### config.mk
export PLATFORM = sky130hd
export DESIGN_NAME = rlec_core
export DESIGN_NICKNAME = d
export VERILOG_FILES = /design/src/rlec_pkg.sv /design/src/rlec_evt_if.sv /design/src/rlec_err_buf.sv /design/src/rlec_err_inject.sv /design/src/rlec_core.sv
export VERILOG_INCLUDE_DIRS = /design/src
export SDC_FILE = /design/constraint.sdc
export NUM_CORES = 1
export LEC_CHECK = 0
export ABC_CLOCK_PERIOD_IN_PS = 4430
export BUFFER_PORTS_ARGS = -buffer_cell sky130_fd_sc_hd__buf_2
export CAP_MARGIN = 20
export CORE_UTILIZATION = 55
export DETAILED_ROUTE_END_ITERATION = 6
export GPL_ROUTABILITY_DRIVEN = 0
export PLACE_DENSITY = 0.77
export SLEW_MARGIN = 20
export SYNTH_ARGS = -nofsm -noshare
export SYNTH_HDL_FRONTEND = slang
export SYNTH_SLANG_ARGS = --single-unit
### constraint.sdc
create_clock -name clk -period 4.43 [get_ports clk]
set_input_delay 0 -clock clk [delete_from_list [all_inputs] [get_ports clk]]
set_output_delay 0 -clock clk [all_outputs]
set_load 0.05 [all_outputs]
### src/rlec_regs.svh
// Purpose: register offsets, field values, reset values and limits of the line and error config
// Assumes: byte addresses on an 8-bit command port, 32-bit data
// Notes: frequencies are held in units of 10 Hz (0.01 kHz)
`ifndef RLEC_REGS_SVH
`define RLEC_REGS_SVH
`define RLEC_ADR_W 8
`define RLEC_ADR_MODEM_READY 8'h00
`define RLEC_ADR_SET_READY 8'h04
`define RLEC_ADR_TERM_READY 8'h08
`define RLEC_ADR_ERR_INSERT 8'h0c
`define RLEC_ADR_SYNTH_RATE 8'h10
`define RLEC_ADR_TIMING 8'h14
`define RLEC_ADR_PATTERN 8'h18
`define RLEC_ADR_MSG_END 8'h1c
`define RLEC_ADR_ROLE 8'h20
`define RLEC_ADR_ERR_BUF 8'h24
`define RLEC_INS_CODE_OFF 2'h0
`define RLEC_INS_CODE_SINGLE 2'h1
`define RLEC_INS_CODE_RATE 2'h2
`define RLEC_FREQ_W 24
`define RLEC_FREQ_MIN 24'h000005
`define RLEC_FREQ_MAX 24'h16e360
`define RLEC_FREQ_RST 24'h0003c0
`define RLEC_ASYNC_FREQ_MAX 24'h0f4240
`define RLEC_PAT_SYNC_ONLY 2'h3
`define RLEC_RATE_BITS 1000
`define RLEC_EBUF_DEPTH 8
`define RLEC_EBUF_VALID_BIT 8
`endif

### src/rlec_pkg.sv
// Purpose: shared types of the line and error config block
// Assumes: nothing beyond the header
// Notes: insertion modes are one-hot
package rlec_pkg;
    typedef enum logic [2:0] {
        RLEC_INS_OFF = 3'b001,
        RLEC_INS_SINGLE = 3'b010,
        RLEC_INS_RATE = 3'b100
    } rlec_ins_type;
    typedef enum logic [1:0] {
        RLEC_ERR_NONE = 2'h0,
        RLEC_ERR_ROLE = 2'h1,
        RLEC_ERR_PARAM = 2'h2,
        RLEC_ERR_CONTENTION = 2'h3
    } rlec_err_type;
endpackage

### src/rlec_evt_if.sv
// Purpose: carries error-buffer and insertion-control signals between the block's modules
// Assumes: one clock domain
// Notes: core drives push, pop and insertion control, buffer and inserter consume; buffer drives head code and valid back to core
`timescale 1ns/10ps
`default_nettype none
interface rlec_evt_if;
    import rlec_pkg::*;
    logic push;
    rlec_err_type push_code;
    logic pop;
    rlec_err_type head_code;
    logic head_valid;
    rlec_ins_type ins_mode;
    logic single_pulse;
    modport core (output push, push_code, pop, ins_mode, single_pulse,
        input head_code, head_valid);
    modport ebuf (input push, push_code, pop, output head_code, head_valid);
    modport inj (input ins_mode, single_pulse);
endinterface
`default_nettype wire

### src/rlec_err_buf.sv
// Purpose: small error buffer, oldest entry always held in a register
// Assumes: pop only while not empty
// Notes: a full buffer drops new entries; oldest errors are the useful ones
`timescale 1ns/10ps
`default_nettype none
`include "rlec_regs.svh"
module rlec_err_buf #(
    parameter int DEPTH = `RLEC_EBUF_DEPTH
) (
    input wire logic clk,
    input wire logic rst_n,
    rlec_evt_if.ebuf ev
);
    import rlec_pkg::*;
    localparam int CW = $clog2(DEPTH + 1);
    rlec_err_type mem_r [DEPTH];
    logic [CW-1:0] count_r;
    wire do_pop = ev.pop && (count_r != '0);
    wire [CW-1:0] base = do_pop ? CW'(count_r - 1'b1) : count_r;
    wire do_push = ev.push && (base < CW'(DEPTH));
    assign ev.head_code = mem_r[0];
    assign ev.head_valid = (count_r != '0);
    always_ff @(posedge clk or negedge rst_n) begin
        if (!rst_n) begin
            count_r <= '0;
        end else begin
            count_r <= CW'(base + CW'(do_push));
        end
    end
    always_ff @(posedge clk or negedge rst_n) begin
        if (!rst_n) begin
            for (int i = 0; i < DEPTH; i++) begin
                mem_r[i] <= RLEC_ERR_NONE;
            end
        end else begin
            for (int i = 0; i < DEPTH; i++) begin
                if (do_push && (CW'(i) == base)) begin
                    mem_r[i] <= ev.push_code;
                end else if (do_pop) begin
                    mem_r[i] <= (i + 1 < DEPTH) ? mem_r[(i + 1) % DEPTH] : RLEC_ERR_NONE;
                end
            end
        end
    end
endmodule
`default_nettype wire

### src/rlec_err_inject.sv
// Purpose: inverts bits of the generated stream, once or at a fixed bit rate
// Assumes: one generated bit per cycle with gen_valid high
// Notes: output is the input bit delayed by one cycle
`timescale 1ns/10ps
`default_nettype none
`include "rlec_regs.svh"
module rlec_err_inject #(
    parameter int BITS_PER_ERR = `RLEC_RATE_BITS
) (
    input wire logic clk,
    input wire logic rst_n,
    rlec_evt_if.inj ev,
    input wire logic gen_bit,
    input wire logic gen_valid,
    output logic out_bit,
    output logic out_valid
);
    import rlec_pkg::*;
    localparam int CW = $clog2(BITS_PER_ERR);
    logic [CW-1:0] cnt_r;
    logic single_pend_r;
    wire rate_on = (ev.ins_mode == RLEC_INS_RATE);
    wire rate_hit = rate_on && gen_valid && (cnt_r == CW'(BITS_PER_ERR - 1)); // see RULE_07
    wire single_hit = single_pend_r && gen_valid; // see RULE_06
    always_ff @(posedge clk or negedge rst_n) begin
        if (!rst_n) begin
            cnt_r <= '0;
        end else if (!rate_on) begin
            cnt_r <= '0; // see RULE_05
        end else if (gen_valid) begin
            cnt_r <= rate_hit ? '0 : CW'(cnt_r + 1'b1);
        end
    end
    // a new single request in the consuming cycle is kept, not lost
    always_ff @(posedge clk or negedge rst_n) begin
        if (!rst_n) begin
            single_pend_r <= 1'b0;
        end else begin
            single_pend_r <= ev.single_pulse || (single_pend_r && !single_hit);
        end
    end
    always_ff @(posedge clk or negedge rst_n) begin
        if (!rst_n) begin
            out_bit <= 1'b0;
            out_valid <= 1'b0;
        end else begin
            out_bit <= gen_bit ^ (rate_hit || single_hit);
            out_valid <= gen_valid;
        end
    end
endmodule
`default_nettype wire

### src/rlec_core.sv
// Purpose: command interpreter for control leads, error insertion and synthesizer frequency
// Assumes: one write or read strobe per cycle, read data the cycle after a read strobe
// Notes: frequency, timing and pattern writes wait for the message-end write
//
// Strobed register access and the register addresses were left to the implementer.
`timescale 1ns/10ps
`default_nettype none
`include "rlec_regs.svh"

// What this block does
// RULE_01: a modem-ready lead command sets that lead only while the unit acts as DCE.
// RULE_02: a set-ready lead command sets that lead only while the unit acts as DCE.
// RULE_03: a terminal-ready lead command sets that lead only while the unit acts as DTE.
// RULE_04: reading a lead register reports that lead's present on or off state.
// RULE_05: insertion setting off stops every automatic bit error.
// RULE_06: a single insertion command inverts exactly one generated bit.
// RULE_07: the rate setting inverts one bit in every 1000 generated bits until changed.
// RULE_08: a single insertion command also ends a running rate insertion.
// RULE_09: reading the insertion register reports off, single or rate.
// RULE_10: a frequency is accepted only between 0.05 kHz and 15000 kHz inclusive.
// RULE_11: a frequency that conflicts with pattern or timing logs contention and is not applied.
// RULE_12: a frequency command is held until the message end and evaluated only then; the code range-checks it at the write.
// RULE_13: settings held in one message are judged together on their final combination.
// RULE_14: reading the frequency register returns the applied frequency.
// RULE_15: a lead command in the wrong role leaves the lead alone and logs an error.
module rlec_core #(
    parameter int BITS_PER_ERR = `RLEC_RATE_BITS,
    parameter int EBUF_DEPTH = `RLEC_EBUF_DEPTH,
    parameter logic [`RLEC_FREQ_W-1:0] ASYNC_FREQ_MAX = `RLEC_ASYNC_FREQ_MAX
) (
    input wire logic clk,
    input wire logic rst_n,
    input wire logic [`RLEC_ADR_W-1:0] addr,
    input wire logic [31:0] wdata,
    input wire logic wr,
    input wire logic rd,
    output logic [31:0] rdata,
    input wire logic gen_bit,
    input wire logic gen_valid,
    output logic gen_out_bit,
    output logic gen_out_valid,
    output logic modem_ready_lead,
    output logic set_ready_lead,
    output logic term_ready_lead,
    output logic [`RLEC_FREQ_W-1:0] synth_freq,
    output logic timing_sync,
    output logic [1:0] pattern_sel
);
    import rlec_pkg::*;

    localparam int FW = `RLEC_FREQ_W;

    rlec_evt_if ev ();

    // range check of a requested frequency in 10 Hz units
    function automatic logic freq_ok(input logic [FW-1:0] f);
        freq_ok = (f >= `RLEC_FREQ_MIN) && (f <= `RLEC_FREQ_MAX);
    endfunction

    // combinations the synthesizer cannot serve
    function automatic logic contention(input logic [FW-1:0] f, input logic sync,
        input logic [1:0] pat);
        contention = (!sync && (f > ASYNC_FREQ_MAX)) ||
            (!sync && (pat == `RLEC_PAT_SYNC_ONLY));
    endfunction

    // address decode
    wire sel_mr = (addr == `RLEC_ADR_MODEM_READY);
    wire sel_sr = (addr == `RLEC_ADR_SET_READY);
    wire sel_tr = (addr == `RLEC_ADR_TERM_READY);
    wire sel_ins = (addr == `RLEC_ADR_ERR_INSERT);
    wire sel_freq = (addr == `RLEC_ADR_SYNTH_RATE);
    wire sel_tim = (addr == `RLEC_ADR_TIMING);
    wire sel_pat = (addr == `RLEC_ADR_PATTERN);
    wire sel_end = (addr == `RLEC_ADR_MSG_END);
    wire sel_role = (addr == `RLEC_ADR_ROLE);
    wire sel_ebuf = (addr == `RLEC_ADR_ERR_BUF);

    logic role_dte_r;
    rlec_ins_type ins_mode_r;
    rlec_ins_type ins_mode_nxt;
    logic [FW-1:0] freq_pend_r;
    logic freq_pend_v_r;
    logic tim_pend_r;
    logic tim_pend_v_r;
    logic [1:0] pat_pend_r;
    logic pat_pend_v_r;

    // lead writes and role checks
    wire dce_role = !role_dte_r;
    wire wr_mr = wr && sel_mr;
    wire wr_sr = wr && sel_sr;
    wire wr_tr = wr && sel_tr;
    wire wr_role = wr && sel_role;
    wire mr_ok = wr_mr && dce_role; // see RULE_01
    wire sr_ok = wr_sr && dce_role; // see RULE_02
    wire tr_ok = wr_tr && role_dte_r; // see RULE_03
    wire role_bad = (wr_mr && !dce_role) || (wr_sr && !dce_role) ||
        (wr_tr && !role_dte_r); // see RULE_15

    // insertion writes
    wire wr_ins = wr && sel_ins;
    wire [1:0] ins_code = wdata[1:0];
    wire ins_bad = wr_ins && (ins_code != `RLEC_INS_CODE_OFF) &&
        (ins_code != `RLEC_INS_CODE_SINGLE) && (ins_code != `RLEC_INS_CODE_RATE);
    wire ins_single = wr_ins && (ins_code == `RLEC_INS_CODE_SINGLE);

    // deferred settings
    wire wr_freq = wr && sel_freq;
    wire [FW-1:0] freq_req = wdata[FW-1:0];
    wire freq_bad = wr_freq && !freq_ok(freq_req); // see RULE_10
    wire freq_take = wr_freq && !freq_bad;
    wire wr_end = wr && sel_end;
    wire wr_tim = wr && sel_tim;
    wire wr_pat = wr && sel_pat;
    // a setting left unwritten in this message joins the check at its applied value
    wire [FW-1:0] freq_fin = freq_pend_v_r ? freq_pend_r : synth_freq; // see RULE_13
    wire tim_fin = tim_pend_v_r ? tim_pend_r : timing_sync;
    wire [1:0] pat_fin = pat_pend_v_r ? pat_pend_r : pattern_sel;
    wire fin_bad = wr_end && contention(freq_fin, tim_fin, pat_fin); // see RULE_11
    wire fin_apply = wr_end && !fin_bad; // see RULE_12
    wire pend_any = freq_pend_v_r || tim_pend_v_r || pat_pend_v_r;

    // error logging, one entry per cycle; strobes never overlap so causes never collide
    assign ev.push = role_bad || ins_bad || freq_bad || fin_bad;
    assign ev.push_code = role_bad ? RLEC_ERR_ROLE :
        (fin_bad ? RLEC_ERR_CONTENTION : RLEC_ERR_PARAM);
    assign ev.pop = rd && sel_ebuf;
    assign ev.ins_mode = ins_mode_r;
    assign ev.single_pulse = ins_single; // see RULE_06

    // a refused code keeps the present mode; only the error buffer hears of it
    always_comb begin
        ins_mode_nxt = ins_mode_r;
        if (wr_ins) begin
            unique case (ins_code)
                `RLEC_INS_CODE_OFF: ins_mode_nxt = RLEC_INS_OFF; // see RULE_05
                `RLEC_INS_CODE_SINGLE: ins_mode_nxt = RLEC_INS_SINGLE; // see RULE_08
                `RLEC_INS_CODE_RATE: ins_mode_nxt = RLEC_INS_RATE; // see RULE_07
                default: ins_mode_nxt = ins_mode_r;
            endcase
        end
    end

    always_ff @(posedge clk or negedge rst_n) begin
        if (!rst_n) begin
            ins_mode_r <= RLEC_INS_OFF;
        end else begin
            ins_mode_r <= ins_mode_nxt;
        end
    end

    // the role is never deferred, so a lead write right after it already sees the new role
    always_ff @(posedge clk or negedge rst_n) begin
        if (!rst_n) begin
            role_dte_r <= 1'b0;
        end else if (wr_role) begin
            role_dte_r <= wdata[0];
        end
    end

    // leads move on the write edge; only the synthesizer settings wait for message end
    always_ff @(posedge clk or negedge rst_n) begin
        if (!rst_n) begin
            modem_ready_lead <= 1'b0;
        end else if (mr_ok) begin
            modem_ready_lead <= wdata[0]; // see RULE_01
        end
    end

    always_ff @(posedge clk or negedge rst_n) begin
        if (!rst_n) begin
            set_ready_lead <= 1'b0;
        end else if (sr_ok) begin
            set_ready_lead <= wdata[0]; // see RULE_02
        end
    end

    always_ff @(posedge clk or negedge rst_n) begin
        if (!rst_n) begin
            term_ready_lead <= 1'b0;
        end else if (tr_ok) begin
            term_ready_lead <= wdata[0]; // see RULE_03
        end
    end

    // pending settings are discarded at message end, applied or not
    always_ff @(posedge clk or negedge rst_n) begin
        if (!rst_n) begin
            freq_pend_r <= `RLEC_FREQ_RST;
            freq_pend_v_r <= 1'b0;
        end else if (wr_end) begin
            freq_pend_v_r <= 1'b0;
        end else if (freq_take) begin
            freq_pend_r <= freq_req; // see RULE_12
            freq_pend_v_r <= 1'b1;
        end
    end

    always_ff @(posedge clk or negedge rst_n) begin
        if (!rst_n) begin
            tim_pend_r <= 1'b0;
            tim_pend_v_r <= 1'b0;
            pat_pend_r <= 2'h0;
            pat_pend_v_r <= 1'b0;
        end else if (wr_end) begin
            tim_pend_v_r <= 1'b0;
            pat_pend_v_r <= 1'b0;
        end else begin
            if (wr_tim) begin
                tim_pend_r <= wdata[0]; // see RULE_13
                tim_pend_v_r <= 1'b1;
            end
            if (wr_pat) begin
                pat_pend_r <= wdata[1:0]; // see RULE_13
                pat_pend_v_r <= 1'b1;
            end
        end
    end

    // a rejected combination keeps all three previous settings, not only the frequency
    always_ff @(posedge clk or negedge rst_n) begin
        if (!rst_n) begin
            synth_freq <= `RLEC_FREQ_RST;
            timing_sync <= 1'b0;
            pattern_sel <= 2'h0;
        end else if (fin_apply) begin
            synth_freq <= freq_fin; // see RULE_11
            timing_sync <= tim_fin;
            pattern_sel <= pat_fin;
        end
    end

    // read mux; unmapped addresses read zero
    logic [31:0] rmux;
    always_comb begin
        rmux = 32'h0000_0000;
        if (sel_mr) begin
            rmux[0] = modem_ready_lead; // see RULE_04
        end
        if (sel_sr) begin
            rmux[0] = set_ready_lead; // see RULE_04
        end
        if (sel_tr) begin
            rmux[0] = term_ready_lead; // see RULE_04
        end
        if (sel_ins) begin
            rmux[1:0] = (ins_mode_r == RLEC_INS_SINGLE) ? `RLEC_INS_CODE_SINGLE :
                ((ins_mode_r == RLEC_INS_RATE) ? `RLEC_INS_CODE_RATE :
                `RLEC_INS_CODE_OFF); // see RULE_09
        end
        if (sel_freq) begin
            rmux[FW-1:0] = synth_freq; // see RULE_14
        end
        if (sel_tim) begin
            rmux[0] = timing_sync;
        end
        if (sel_pat) begin
            rmux[1:0] = pattern_sel;
        end
        if (sel_end) begin
            rmux[0] = pend_any;
        end
        if (sel_role) begin
            rmux[0] = role_dte_r;
        end
        if (sel_ebuf) begin
            rmux[`RLEC_EBUF_VALID_BIT] = ev.head_valid;
            rmux[1:0] = ev.head_code;
        end
    end

    // rdata falls back to zero so a stale word never looks like a fresh answer
    always_ff @(posedge clk or negedge rst_n) begin
        if (!rst_n) begin
            rdata <= 32'h0000_0000;
        end else begin
            rdata <= rd ? rmux : 32'h0000_0000;
        end
    end

    // only one strobe arrives per cycle, so one push a cycle is enough
    rlec_err_buf #(
        .DEPTH(EBUF_DEPTH)
    ) u_ebuf (
        .clk(clk),
        .rst_n(rst_n),
        .ev(ev.ebuf)
    );

    // the stream passes through one flop, so the inverted bit stays aligned with its valid
    rlec_err_inject #(
        .BITS_PER_ERR(BITS_PER_ERR)
    ) u_inj (
        .clk(clk),
        .rst_n(rst_n),
        .ev(ev.inj),
        .gen_bit(gen_bit),
        .gen_valid(gen_valid),
        .out_bit(gen_out_bit),
        .out_valid(gen_out_valid)
    );
endmodule
`default_nettype wire

==> metrics.txt <==
# TYPE chip_impl_metric gauge
chip_impl_metric{name="cts_hold_buf",unit=""} 40
chip_impl_metric{name="cp_data_required_time",unit="ns"} 4.81
chip_impl_metric{name="timing.setup.tns",unit="ns"} 0
chip_impl_metric{name="groute.layer.met2.usage",unit="%"} 44.3
chip_impl_metric{name="postLayoutCoreUtil",unit="%"} 71.5
chip_impl_metric{name="firstDrtPassIters",unit=""} 5
chip_impl_info{name="run_status",value="finished with violations"} 1
chip_impl_metric{name="h-tree-depth",unit=""} 4
chip_impl_metric{name="synth_seq_cells",unit=""} 121
chip_impl_metric{name="final-max-slew-violation-count",unit=""} 0
chip_impl_metric{name="post_drt_wl_per_cell",unit="µm"} 17.3
chip_impl_metric{name="rrSetupSlack",unit="ns"} 1.19
chip_impl_metric{name="ys_warn_count",unit=""} 0
chip_impl_metric{name="grt_use_met3",unit="%"} 6.95
chip_impl_metric{name="die_w",unit="µm"} 104
chip_impl_metric{name="drt-vias-per-instance",unit=""} 5.79
chip_impl_metric{name="floorplan.io_pins",unit=""} 110
chip_impl_metric{name="first_iter_violations",unit=""} 210
chip_impl_metric{name="post-route-worst-setup-slack",unit="ns"} 1.19
chip_impl_metric{name="fin_nets",unit=""} 709
chip_impl_metric{name="detail-route-antenna-nets",unit=""} 0
chip_impl_metric{name="synth_compound_gate_area_share",unit="%"} 9.12
chip_impl_metric{name="die_area",unit="mm²"} 0.0109
chip_impl_metric{name="drt_wl_total",unit="µm"} 13900
chip_impl_metric{name="worst-slew-pin-transition",unit="ns"} 0.834
chip_impl_metric{name="cp_max_fo",unit=""} 18
chip_impl_metric{name="clk-insertion-delay-late",unit="ns"} 0.52
chip_impl_metric{name="std_cell_rows",unit=""} 37
chip_impl_info{name="regToRegEndpoint",value="u_ebuf.count_r[2]$_DFF_PN0_"} 1
chip_impl_info{name="timing.rr.start",value="freq_pend_r[11]$_DFFE_PN0P_"} 1
chip_impl_metric{name="combined_area_of_all_synthesized_cells",unit="mm²"} 0.00578
chip_impl_metric{name="post_synth_num_cell_types",unit=""} 60
chip_impl_metric{name="worstPathArrival",unit="ns"} 3.62
chip_impl_info{name="path_cells",value="or4_1 > or4_1 > a22o_1 > a31o_4 > a221oi_4 > buf_4 > nor2_1 > ha_1 > ha_1 > xnor2_1"} 1
chip_impl_info{name="clock_tree.root_cell",value="clkbuf_8"} 1
chip_impl_info{name="worst_setup_path_start_kind",value="register"} 1
chip_impl_metric{name="clock_skew",unit="ns"} 0.00792
chip_impl_info{name="unrepaired_setup_endpoints_after_global_routing",value="no"} 1
chip_impl_info{name="postSynth.topFlopCell",value="dfrtp_1"} 1
chip_impl_metric{name="route.detailed.drc",unit=""} 0
chip_impl_metric{name="die_h",unit="µm"} 104
chip_impl_metric{name="post_synth_mux_area_share",unit="%"} 13.8
chip_impl_metric{name="fmax",unit="GHz"} 0.309
chip_impl_info{name="critical_path_type",value="reg -> reg"} 1
chip_impl_info{name="main_combinational_cell_family_by_area_after_synthesis",value="simple AND/OR/NAND/NOR gates"} 1
chip_impl_metric{name="drv_cap",unit=""} 0
chip_impl_info{name="critPathTopFamily",value="simple AND/OR/NAND/NOR gates"} 1
chip_impl_metric{name="final.hold.worst_slack",unit="ns"} -0.0249
chip_impl_metric{name="multiInputGateArea",unit="mm²"} 0.00256
chip_impl_metric{name="globalRoute.totalOverflow",unit=""} 0
chip_impl_metric{name="grtUsageMet1",unit="%"} 33.4
chip_impl_metric{name="synthAdderAreaFrac",unit="%"} 2.17
chip_impl_metric{name="power.leakage",unit="nW"} 3.64
chip_impl_metric{name="critical-path-max-stage-delay",unit="ns"} 0.58
chip_impl_metric{name="clock-sinks",unit=""} 121
chip_impl_metric{name="setup_viol",unit=""} 0
chip_impl_metric{name="number_of_fill_cells_in_the_layout",unit=""} 713
chip_impl_metric{name="synth.avg_cell_area",unit="µm²"} 11.3
chip_impl_metric{name="tritoncts_buffers",unit=""} 17
chip_impl_metric{name="clkSlewWorstSetupHoldPaths",unit="ns"} 0.05
chip_impl_metric{name="start_util",unit="%"} 56.5
chip_impl_metric{name="report.final.hold_viol_count",unit=""} 32
chip_impl_metric{name="cts_resized",unit=""} 0
chip_impl_metric{name="synth_cells",unit=""} 512
chip_impl_metric{name="grt_first_pass_wirelength",unit="µm"} 22700
chip_impl_metric{name="finalWorstPathRequiredPeriod",unit="ns"} 3.24
chip_impl_metric{name="hpwlAfterDp",unit="µm"} 8990
chip_impl_metric{name="placeableCoreArea",unit="mm²"} 0.0102
chip_impl_metric{name="pre_cts_slack",unit="ns"} 1.21
chip_impl_metric{name="worst_slew_margin_rel",unit="%"} 44.4
chip_impl_metric{name="cts.repair_timing.setup_buffer_count",unit=""} 0
chip_impl_info{name="setup.worst_path.start",value="freq_pend_r[11]$_DFFE_PN0P_"} 1
chip_impl_metric{name="layout-drive-gt1-share",unit="%"} 30.8
chip_impl_info{name="final_common_cell",value="dfrtp_1"} 1
chip_impl_metric{name="worstPathBufferInverterCount",unit=""} 1
chip_impl_metric{name="synth_simple_gate_area_share",unit="%"} 18.0
chip_impl_metric{name="period_share",unit="%"} 73.2
chip_impl_metric{name="area_growth",unit="%"} 26.7
chip_impl_info{name="crit_path_top_delay_cell",value="or4_1"} 1
chip_impl_metric{name="synth_area_in_xor_xnor",unit="%"} 0.758
chip_impl_info{name="end_kind",value="register"} 1
chip_impl_info{name="grt_busiest_layer",value="met2"} 1
chip_impl_metric{name="clock_path_buffers",unit=""} 2
chip_impl_metric{name="io_buffer_count",unit=""} 93
chip_impl_info{name="cts_tree",value="built"} 1
chip_impl_metric{name="ir_drop",unit="mV"} 0.235
chip_impl_metric{name="globalRouteTotalUtil",unit="%"} 27.2
chip_impl_metric{name="ff2ff_path_depth",unit=""} 10
chip_impl_metric{name="antenna-diode-count",unit=""} 0
chip_impl_info{name="layout.cells.most_common_list",value="112 x dfrtp_1, 92 x buf_2, 53 x mux2_2"} 1
chip_impl_metric{name="number_of_enable_flip_flop_cells_after_synthesis",unit=""} 0
chip_impl_metric{name="layout.area.seq",unit="mm²"} 0.00304
chip_impl_metric{name="power-per-cell-area",unit="mW/mm²"} 362
chip_impl_metric{name="synth_async_sr_flop_share",unit="%"} 100
chip_impl_metric{name="seq_area_frac_synth",unit="%"} 52.6
chip_impl_metric{name="first_global_vias",unit=""} 4649
chip_impl_metric{name="grt_start_max_net_pins",unit=""} 80
chip_impl_info{name="hold_path_class",value="in -> async"} 1
chip_impl_info{name="failed_checks",value="negative hold slack"} 1
chip_impl_metric{name="num_vias",unit=""} 4639
chip_impl_metric{name="antenna_found_initial",unit=""} 0
==> worst reg2reg max path: cells and delay by family, from the launching register on <==
kind / cells / cell delay [ns]
compound gates: 3 / 0.77
xor+xnor: 1 / 0.12
fa+ha+maj: 2 / 0.40
buf+inv: 1 / 0.28
flops: 1 / 0.39
simple gates: 3 / 1.13
==> per-layer routing <==
layer  vias up  share of wire (%)  routed length (µm)
met2       177                 51                7060
met3        46                5.8                 801
met4         0                2.9                 407
li1       2127                  -                   -
met1      2289                 40                5610
met5         -                  0                   0
==> sequential cells by signal, summed over array words and instances, names as in the netlist, 2 cells and up <==
signal	flops
u_ebuf.ev.head_code	2
u_inj.cnt_r	10
synth_freq	24
pattern_sel	2
pat_pend_r	2
ev.ins_mode	3
rdata	24
freq_pend_r	24
u_ebuf.count_r	4
u_ebuf.mem_r	14
==> power breakdown <==
group / leakage (nW) / switching, mW / total (mW) / internal, mW
logic: 1.72 / 0.134 / 0.209 / 0.0753
clock network: 0.280 / 0.469 / 1.30 / 0.834
registers: 1.63 / 0.0157 / 1.14 / 1.12
total: 3.64 / 0.618 / 2.65 / 2.03
==> kinds of logic after synthesis <==
| family | count (synthesis) |
|---|---|
| other | 1 |
| and+or+nand+nor | 189 |
| DFF | 121 |
| buffers and inverters | 39 |
| adders and majority gates | 10 |
| muxes | 72 |
| xor gates and xnor gates | 5 |
| AOI/OAI and AO/OA | 75 |
==> Yosys cell counts (5+ instances only) <==
cell type  count  area [µm²]
dfrtp_1      112        2800
mux2_2        53         597
nand2_1       45         169
and2_1        29         181
o21ai_0       27         135
nor2_1        20        75.1
mux2i_1       18         180
nand3_1       16        80.1
nor3_1        16        80.1
inv_1         14        52.6
clkbuf_1      11        41.3
buf_4         10        75.1
ha_1          10         125
nand4_1       10        62.6
and3_1         9        56.3
dfstp_2        9         236
nor4_1         9        56.3
nand2b_1       7        43.8
o211ai_1       7        52.6
a21oi_1        5        25.0
o31ai_1        5        37.5
or4_1          5        37.5
==> layout make-up <==
type                    count  share of cell area [%]
repair buffers            140                    12.8
flip-flops and latches    121                    41.5
multi-input cells         359                    35.0
well taps                 136                    2.33
clock inverters             9                    1.33
clock buffers              22                    6.33
inverters                  14                   0.718
==> worst max path at each step <==
stage	to	cells after the start
floorplan	u_ebuf.count_r[2]$_DFF_PN0_	10
finish	u_ebuf.count_r[2]$_DFF_PN0_	10
CTS	u_ebuf.count_r[2]$_DFF_PN0_	10
detailed placement	u_ebuf.count_r[2]$_DFF_PN0_	10
global route	u_ebuf.count_r[2]$_DFF_PN0_	10
global placement	u_ebuf.count_r[2]$_DFF_PN0_	10
==> through the flow <==
step	area (µm²)	power [mW]	std cells
floorplan	5800	1.27	519
global placement	6340	1.33	729
detailed placement	6340	1.34	729
CTS	7300	2.67	800
global route	7320	2.74	801
finish	7320	2.65	801
Note: power is estimated with default switching activity, not from simulation.
